==> src/hw/access_arb_pkg.sv <==
package access_arb_pkg;
    // ------------------------------------------------------------
    // register map
    // ------------------------------------------------------------
    localparam logic [15:0] LOCK_REG_OFFSET = 16'h013C;
    localparam int          LOCK_REG_WIDTH  = 16;
    localparam logic [15:0] LOCK_REG_RESET  = 16'h0000;
    localparam logic [15:0] LOCK_VAL_ALLOW  = 16'h0000;
    localparam logic [15:0] LOCK_VAL_LOCK   = 16'h0001;
    localparam logic [15:0] LOCK_VAL_MAX    = 16'h0001;
    localparam logic [7:0]  IO_SCAN_UNIT_ID = 8'hFF;
    // ------------------------------------------------------------
    // channel classes
    // ------------------------------------------------------------
    typedef enum logic [2:0] {
        CH_NONE,
        CH_FIELDBUS,
        CH_IO_SCAN,
        CH_COMMISSION,
        CH_INPUTS,
        CH_WEB
    } ch_kind_t;
    localparam int CONN_ID_W   = 4;
    localparam int CLIENT_ID_W = 8;
endpackage

==> src/hw/access_channel_arbiter.sv <==
`timescale 1ns/1ps
// Operation
// at most one channel holds exclusive control at any time
// lock value 0 allows other channels; 1 blocks inputs and commissioning; code blocks new commission grants and unowned local cmds; an owner keeps control
// after power-on no channel holds exclusive access
// halt, fault reset, enable, limits, reference, safe torque off stay effective
// channel lock never suppresses the halt input
// lock register writes take effect immediately
// each tcp connection is its own channel; only one controls
// all unit-255 connections of one client merge into one channel
// unit-255 requests from any other client get an error response
// io scanning channel owns control by default; kept while moving
// commissioning gets exclusive access when its switch is on
// commands from locked-out channels are ignored while lock holds
module access_channel_arbiter
    import access_arb_pkg::*;
#(
    parameter int CONN_W   = access_arb_pkg::CONN_ID_W,
    parameter int CLIENT_W = access_arb_pkg::CLIENT_ID_W
) (
    input  wire logic                 mclk_in,
    input  wire logic                 rst_in,
    // parameter register port
    input  wire logic                 reg_wr_in,
    input  wire logic [15:0]          reg_addr_in,
    input  wire logic [15:0]          reg_wdata_in,
    output logic      [15:0]          reg_rdata_out,
    output logic                      reg_err_out,
    // tcp request
    input  wire logic                 tcp_req_in,
    input  wire logic [CONN_W-1:0]    tcp_conn_in,
    input  wire logic [CLIENT_W-1:0]  tcp_client_in,
    input  wire logic [7:0]           tcp_unit_in,
    input  wire logic                 tcp_ctrl_in,
    input  wire logic                 tcp_close_in,
    output logic                      tcp_ack_out,
    output logic                      tcp_err_out,
    // other channels
    input  wire logic                 comm_excl_in,
    input  wire logic                 comm_ctrl_in,
    input  wire logic                 io_ctrl_in,
    input  wire logic                 web_ctrl_in,
    input  wire logic                 moving_in,
    // always-effective signals
    input  wire logic                 halt_in,
    input  wire logic                 fault_reset_in,
    input  wire logic                 enable_in,
    input  wire logic                 positive_limit_input_in,
    input  wire logic                 negative_limit_input_in,
    input  wire logic                 ref_switch_in,
    input  wire logic [1:0]           safe_torque_off_inputs_in,
    // results
    output access_arb_pkg::ch_kind_t  owner_out,
    output logic      [CONN_W-1:0]    owner_conn_out,
    output logic                      ctrl_cmd_out,
    output logic                      halt_out,
    output logic                      fault_reset_out,
    output logic                      enable_out,
    output logic                      limits_out,
    output logic                      ref_out,
    output logic      [1:0]           safe_torque_off_out
);
    import access_arb_pkg::*;

    initial begin
        if (CONN_W < 1 || CLIENT_W < 1) $error("bad id widths");
    end

    // ------------------------------------------------------------
    // state
    // ------------------------------------------------------------
    logic [15:0]         lock_q, lock_d;
    ch_kind_t            owner_q, owner_d;
    logic [CONN_W-1:0]   oconn_q, oconn_d;
    logic                ack_q, ack_d, err_q, err_d, cmd_q, cmd_d;
    logic                rerr_q, rerr_d;
    logic [15:0]         rdata_q, rdata_d;
    logic [6:0]          safe_q;
    logic                io_owned;
    logic [CLIENT_W-1:0] io_owner;
    logic                is_unit;
    logic                io_claim, io_release, io_foreign;

    assign is_unit    = tcp_req_in && (tcp_unit_in == IO_SCAN_UNIT_ID);
    assign io_foreign = is_unit && io_owned && (io_owner != tcp_client_in);
    assign io_claim   = is_unit && !io_owned;
    // refused while moving, so a later close can still free the channel
    assign io_release = tcp_close_in && io_owned && (io_owner == tcp_client_in) && !moving_in;

    conn_owner_table #(.CLIENT_W(CLIENT_W)) u_owner (
        .mclk_in    (mclk_in),
        .rst_in     (rst_in),
        .claim_in   (io_claim),
        .release_in (io_release),
        .client_in  (tcp_client_in),
        .owned_out  (io_owned),
        .owner_out  (io_owner)
    );

    // ------------------------------------------------------------
    // arbitration
    // ------------------------------------------------------------
    always_comb begin
        lock_d  = lock_q;
        owner_d = owner_q;
        oconn_d = oconn_q;
        ack_d   = 1'b0;
        err_d   = 1'b0;
        cmd_d   = 1'b0;
        rerr_d  = 1'b0;
        rdata_d = (reg_addr_in == LOCK_REG_OFFSET) ? lock_q : 16'h0000;
        if (reg_wr_in) begin
            if (reg_addr_in == LOCK_REG_OFFSET && reg_wdata_in <= LOCK_VAL_MAX) begin
                lock_d = reg_wdata_in;
            end else begin
                rerr_d = 1'b1;
            end
        end
        // commissioning exclusive switch, blocked by fieldbus lock
        if (comm_excl_in && owner_q == CH_NONE && lock_q != LOCK_VAL_LOCK) begin
            owner_d = CH_COMMISSION;
        end else if (!comm_excl_in && owner_q == CH_COMMISSION) begin
            owner_d = CH_NONE;
        end
        if (tcp_req_in) begin
            if (io_foreign) begin
                err_d = 1'b1;
            end else begin
                ack_d = 1'b1;
                if (tcp_ctrl_in) begin
                    if (is_unit && (owner_q == CH_NONE || owner_q == CH_IO_SCAN)) begin
                        owner_d = CH_IO_SCAN;
                        cmd_d   = 1'b1;
                    end else if (!is_unit && owner_q == CH_NONE) begin
                        owner_d = CH_FIELDBUS;
                        oconn_d = tcp_conn_in;
                        cmd_d   = 1'b1;
                    end else if (!is_unit && owner_q == CH_FIELDBUS && oconn_q == tcp_conn_in) begin
                        cmd_d = 1'b1;
                    end
                end
            end
        end
        if (tcp_close_in && owner_q == CH_FIELDBUS && oconn_q == tcp_conn_in) begin
            owner_d = CH_NONE;
        end
        if (io_release && owner_q == CH_IO_SCAN && !moving_in) begin
            owner_d = CH_NONE;
        end
        // local channels only act when nobody else owns control
        if (owner_q == CH_COMMISSION && comm_ctrl_in) begin
            cmd_d = 1'b1;
        end else if (owner_q == CH_NONE && lock_q != LOCK_VAL_LOCK) begin
            if (comm_ctrl_in || io_ctrl_in || web_ctrl_in) begin
                cmd_d = 1'b1;
            end
        end
    end

    always_ff @(posedge mclk_in or posedge rst_in) begin
        if (rst_in) begin
            lock_q  <= LOCK_REG_RESET;
            owner_q <= CH_NONE;
            oconn_q <= '0;
            ack_q   <= 1'b0;
            err_q   <= 1'b0;
            cmd_q   <= 1'b0;
            rerr_q  <= 1'b0;
            rdata_q <= 16'h0000;
        end else begin
            lock_q  <= lock_d;
            owner_q <= owner_d;
            oconn_q <= oconn_d;
            ack_q   <= ack_d;
            err_q   <= err_d;
            cmd_q   <= cmd_d;
            rerr_q  <= rerr_d;
            rdata_q <= rdata_d;
        end
    end

    // ------------------------------------------------------------
    // always-effective signals, never gated by ownership or lock
    // ------------------------------------------------------------
    always_ff @(posedge mclk_in or posedge rst_in) begin
        if (rst_in) begin
            safe_q <= 7'h00;
        end else begin
            safe_q <= {halt_in, fault_reset_in, enable_in,
                       positive_limit_input_in | negative_limit_input_in,
                       ref_switch_in, safe_torque_off_inputs_in};
        end
    end

    assign reg_rdata_out   = rdata_q;
    assign reg_err_out     = rerr_q;
    assign tcp_ack_out     = ack_q;
    assign tcp_err_out     = err_q;
    assign owner_out       = owner_q;
    assign owner_conn_out  = oconn_q;
    assign ctrl_cmd_out    = cmd_q;
    assign halt_out        = safe_q[6];
    assign fault_reset_out = safe_q[5];
    assign enable_out      = safe_q[4];
    assign limits_out      = safe_q[3];
    assign ref_out         = safe_q[2];
    assign safe_torque_off_out = safe_q[1:0];

    // ------------------------------------------------------------
    // checks
    // ------------------------------------------------------------
    a_lock_immediate: assert property (@(posedge mclk_in) disable iff (rst_in)
        reg_wr_in && reg_addr_in == LOCK_REG_OFFSET && reg_wdata_in <= LOCK_VAL_MAX
        |=> lock_q == $past(reg_wdata_in)) else $error("lock write not applied");
    a_halt_passes: assert property (@(posedge mclk_in) disable iff (rst_in)
        !rst_in && halt_in |=> halt_out) else $error("halt blocked");
    a_torque_off_passes: assert property (@(posedge mclk_in) disable iff (rst_in)
        !rst_in |=> safe_torque_off_out == $past(safe_torque_off_inputs_in))
        else $error("safe torque off not passed");
    a_foreign_err: assert property (@(posedge mclk_in) disable iff (rst_in)
        io_foreign |=> tcp_err_out && !tcp_ack_out) else $error("foreign unit 255 not refused");
    a_comm_locked: assert property (@(posedge mclk_in) disable iff (rst_in)
        lock_q == LOCK_VAL_LOCK && owner_q == CH_NONE |=> owner_q != CH_COMMISSION)
        else $error("commissioning took control under lock");
    a_io_kept_moving: assert property (@(posedge mclk_in) disable iff (rst_in)
        owner_q == CH_IO_SCAN && moving_in |=> owner_q == CH_IO_SCAN) else $error("io scan revoked while moving");
    a_fb_single: assert property (@(posedge mclk_in) disable iff (rst_in)
        owner_q == CH_FIELDBUS && tcp_req_in && tcp_ctrl_in && tcp_conn_in != oconn_q && !is_unit
        |=> !ctrl_cmd_out) else $error("second tcp connection controlled");
    a_lock_ignore: assert property (@(posedge mclk_in) disable iff (rst_in)
        owner_q == CH_FIELDBUS && !tcp_req_in |=> !ctrl_cmd_out) else $error("locked-out command passed");
    a_comm_grant: assert property (@(posedge mclk_in) disable iff (rst_in)
        !rst_in && comm_excl_in && owner_q == CH_NONE && lock_q != LOCK_VAL_LOCK |=> owner_q == CH_COMMISSION)
        else $error("commissioning not granted");
    c_fb_own: cover property (@(posedge mclk_in) owner_q == CH_FIELDBUS);
    c_io_own: cover property (@(posedge mclk_in) owner_q == CH_IO_SCAN);
    c_comm_own: cover property (@(posedge mclk_in) owner_q == CH_COMMISSION);
    c_err: cover property (@(posedge mclk_in) tcp_err_out);
endmodule

==> src/hw/conn_owner_table.sv <==
`timescale 1ns/1ps
// single record of which client owns the io scanning channel
module conn_owner_table #(
    parameter int CLIENT_W = 8
) (
    input  wire logic                mclk_in,
    input  wire logic                rst_in,
    input  wire logic                claim_in,
    input  wire logic                release_in,
    input  wire logic [CLIENT_W-1:0] client_in,
    output logic                     owned_out,
    output logic [CLIENT_W-1:0]      owner_out
);
    logic                owned_q;
    logic                owned_d;
    logic [CLIENT_W-1:0] owner_q;
    logic [CLIENT_W-1:0] owner_d;

    initial begin
        if (CLIENT_W < 1) $error("client width too small");
    end

    always_comb begin
        owned_d = owned_q;
        owner_d = owner_q;
        if (release_in) begin
            owned_d = 1'b0;
        end else if (claim_in && !owned_q) begin
            owned_d = 1'b1;
            owner_d = client_in;
        end
    end

    always_ff @(posedge mclk_in or posedge rst_in) begin
        if (rst_in) begin
            owned_q <= 1'b0;
            owner_q <= '0;
        end else begin
            owned_q <= owned_d;
            owner_q <= owner_d;
        end
    end

    assign owned_out = owned_q;
    assign owner_out = owner_q;
endmodule

==> config.mk <==
export PLATFORM = sky130hd
export DESIGN_NAME = access_channel_arbiter
export DESIGN_NICKNAME = d
export VERILOG_FILES = /design/src/hw/access_arb_pkg.sv /design/src/hw/access_channel_arbiter.sv /design/src/hw/conn_owner_table.sv
export SDC_FILE = /design/constraint.sdc
export NUM_CORES = 1
export LEC_CHECK = 0
export BUFFER_PORTS_ARGS = -buffer_cell sky130_fd_sc_hd__buf_2
export CAP_MARGIN = 0
export CORE_MARGIN = 5
export CORE_UTILIZATION = 45
export CTS_BUF_LIST = sky130_fd_sc_hd__clkbuf_8
export DETAILED_ROUTE_END_ITERATION = 10
export GPL_TIMING_DRIVEN = 0
export PLACE_DENSITY = 0.81
export SETUP_SLACK_MARGIN = 0.05
export SYNTH_ARGS = -nofsm -noshare
export SYNTH_HDL_FRONTEND = slang
export SYNTH_SLANG_ARGS = --single-unit
==> constraint.sdc <==
create_clock -name mclk_in -period 3.3 [get_ports mclk_in]
set_input_delay 0.495 -clock mclk_in [delete_from_list [all_inputs] [get_ports mclk_in]]
set_output_delay 0.495 -clock mclk_in [all_outputs]
set_load 0.005 [all_outputs]
==> impl_metrics.toml <==
[run_status]
status = "complete, no violations"

[yosys]
synth-edff-count = 0
synth_seq_area_share = 0.623
netlist_area_sq_um = 2370
async_reset_ff_frac = 1.00
ys.flop_type = "dfrtp_1"
synth_warnings = 0
ys_ff_latch = 59
syn_inst = 182
synth.distinct_cells = 39
syn_avg_cell_area_sq_um = 13.0
synth_nets = 253

[timing]
setup_tns_ps = 0
period_share = 0.661
setup_viol = 0
slew_violations = 0
finalCriticalPeriod_ps = 2180
rsz0062_at_grt = "false"
skew_ps = 8.05
max-slew-margin-rel = 0.524
tightest_slew_ps = 711
report.final.hold_viol_count = 0
clock.fmax_ghz = 0.458

[finish]
n_antenna_cell = 0
fill_cells = 426
final_common_cell = "buf_2"
area_growth_pct = 34.7
drive_gt1_frac = 0.455
stdcell_count = 373
nets = 369
final_cell_mix = "buf_2, dfrtp_1, nor2b_1"

[worst_setup_path]
ff2ff_path_depth = 5
setup.worst_path.start_class = "input pin"
worstPathArrival_ps = 2390
path_class = "in -> reg"
critPathMaxFanout = 8
worstPathRequired_ps = 3500
end_kind = "flip-flop"

[clocking]
cts-hold-fix-buffers = 0
clk_pin_slew_ps = 60
cts_resized = 0
clk_latency_ps = 320
cts_tree = "done"
clock_tree.root_cell = "clkbuf_8"
cts_made_buffers = 9
cts_setup_buffers = 0
clock_path_buffers = 2
cts_sinks = 59
htree_levels = 3

[job]
cap_viol_max_count = 0

[routing]
vias = 1810
drtAntennaViolNets = 0
drc = 0
dr.pass1.iters = 4
wl_per_cell_um = 13.4
drt-initial-drc-count = 39
via_per_inst = 4.85
drt_wl_total_um = 4980

[placed_design]
hpwl_um = 3930
dpl.cell_count = 357
io_buffers = 104
place_congestion = 0.822

[pwr]
p_clk_frac = 0.373
sw_frac_of_total = 0.240
p_switching_uw = 399
p_int_mw = 1.26
p_leak_nw = 1.70
p_seq_frac = 0.482
pwr-share-comb = 0.145
peakVddDrop_v = 0.000318
power_density_nw_per_um2 = 520

[grt]
grt_pass1_wl_um = 8030
grt_use_total = 0.159
grt_max_degree = 34
grt-ovfl-total = 0
antenna_found_initial = 0
grt_pass1_vias = 1835

[floorplan]
dieArea_sq_um = 6820
fp-row-count = 26
initial_core_util = 0.464
die_y_um = 82.6
pin_count = 105
core-area_sq_um = 5110
die_width_um = 82.6

[hold_path]
hp-class = "in -> async"
through the flow:
stage          power [mW]  hold WS (ps)  setup WS [ps]  utilization  cell area [sq um]
5_1_grt              1.76           247            990        0.625               3190
3_3_place_gp         1.05           483            688        0.583               2980
2_1_floorplan       0.940           461           1040            -               2370
6_report             1.66           227           1120        0.625               3190
3_5_place_dp         1.06           492            753        0.587               3000
4_1_cts              1.69           237           1100        0.625               3190
state kept, by name (all words and copies together) (netlist names):
signal and flops:
u_owner.owner_out 8, owner_out 3, reg_err_out 1, tcp_err_out 1, reg_rdata_out 16, u_owner.owned_out 1, safe_q 7, tcp_ack_out 1
ctrl_cmd_out 1, owner_conn_out 4, lock_q 16
critical path, stage by stage:
cell	delay [ps]
buf_2	100
or4_1	560
nor4_4	430
and4_1	280
and2_4	200
mux2_1	320
cells in the mapped netlist (all sizes together), types with 3 or more instances:
library cell | number | area [sq um]
and2 | 17 | 109
and4 | 4 | 35.0
clkbuf | 5 | 18.8
dfrtp | 59 | 1480
mux2 | 13 | 146
nand2 | 3 | 11.3
nand3 | 3 | 15.0
nand4 | 3 | 18.8
nor2 | 5 | 18.8
nor2b | 18 | 113
nor4 | 11 | 83.8
xor2 | 11 | 96.3
final cells by class:
type | count | area (sq um) | share of cell area
Buffer | 6 | 26.3 | 0.00823
Sequential cell | 59 | 1480 | 0.462
Clock inverter | 6 | 57.6 | 0.0180
Clock buffer | 10 | 138 | 0.0431
Inverter | 1 | 3.75 | 0.00118
Timing Repair Buffer | 105 | 541 | 0.169
Multi-Input combinational cell | 116 | 865 | 0.271
Tap cell | 70 | 87.6 | 0.0274
logic make-up (layout without fill, tap and decap cells):
logic type	count (synthesis)	in the layout	synth area share
xor gates and xnor gates	12	12	0.0443
muxes	13	13	0.0617
and+or+nand+nor	76	76	0.209
DFF	59	59	0.623
AOI/OAI and AO/OA	15	15	0.0496
buffers and inverters	7	128	0.0127
power groups by stage:
stage,Sequential (mW),Clock (mW),Combinational (mW)
global placement,0.811,0,0.235
finish,0.800,0.620,0.241
floorplan,0.817,0,0.123
global route,0.807,0.678,0.271
CTS,0.801,0.641,0.246
detailed placement,0.813,0,0.245
worst paths after layout:
kind,startpoint,to,slack [ps]
setup / recovery,reg_addr_in[10],lock_q[0],1120
min in group mclk_in,halt_in,safe_q[6],280
hold / removal,rst_in,reg_rdata_out[7],230
hold reg to reg,lock_q[0],reg_rdata_out[0],500
max in group asynchronous,rst_in,lock_q[11],2510
setup reg to reg,u_owner.owner_out[1],owner_out[1],1500
metal layers:
metal,vias to the layer above,part of all wire,global-route usage
li1,880,-,-
met1,862,0.40,0.188
met2,57,0.50,0.256
met3,11,0.065,0.0412
met4,0,0.025,0.0980
met5,-,0,0
Note: power is estimated with default switching activity, not from simulation.
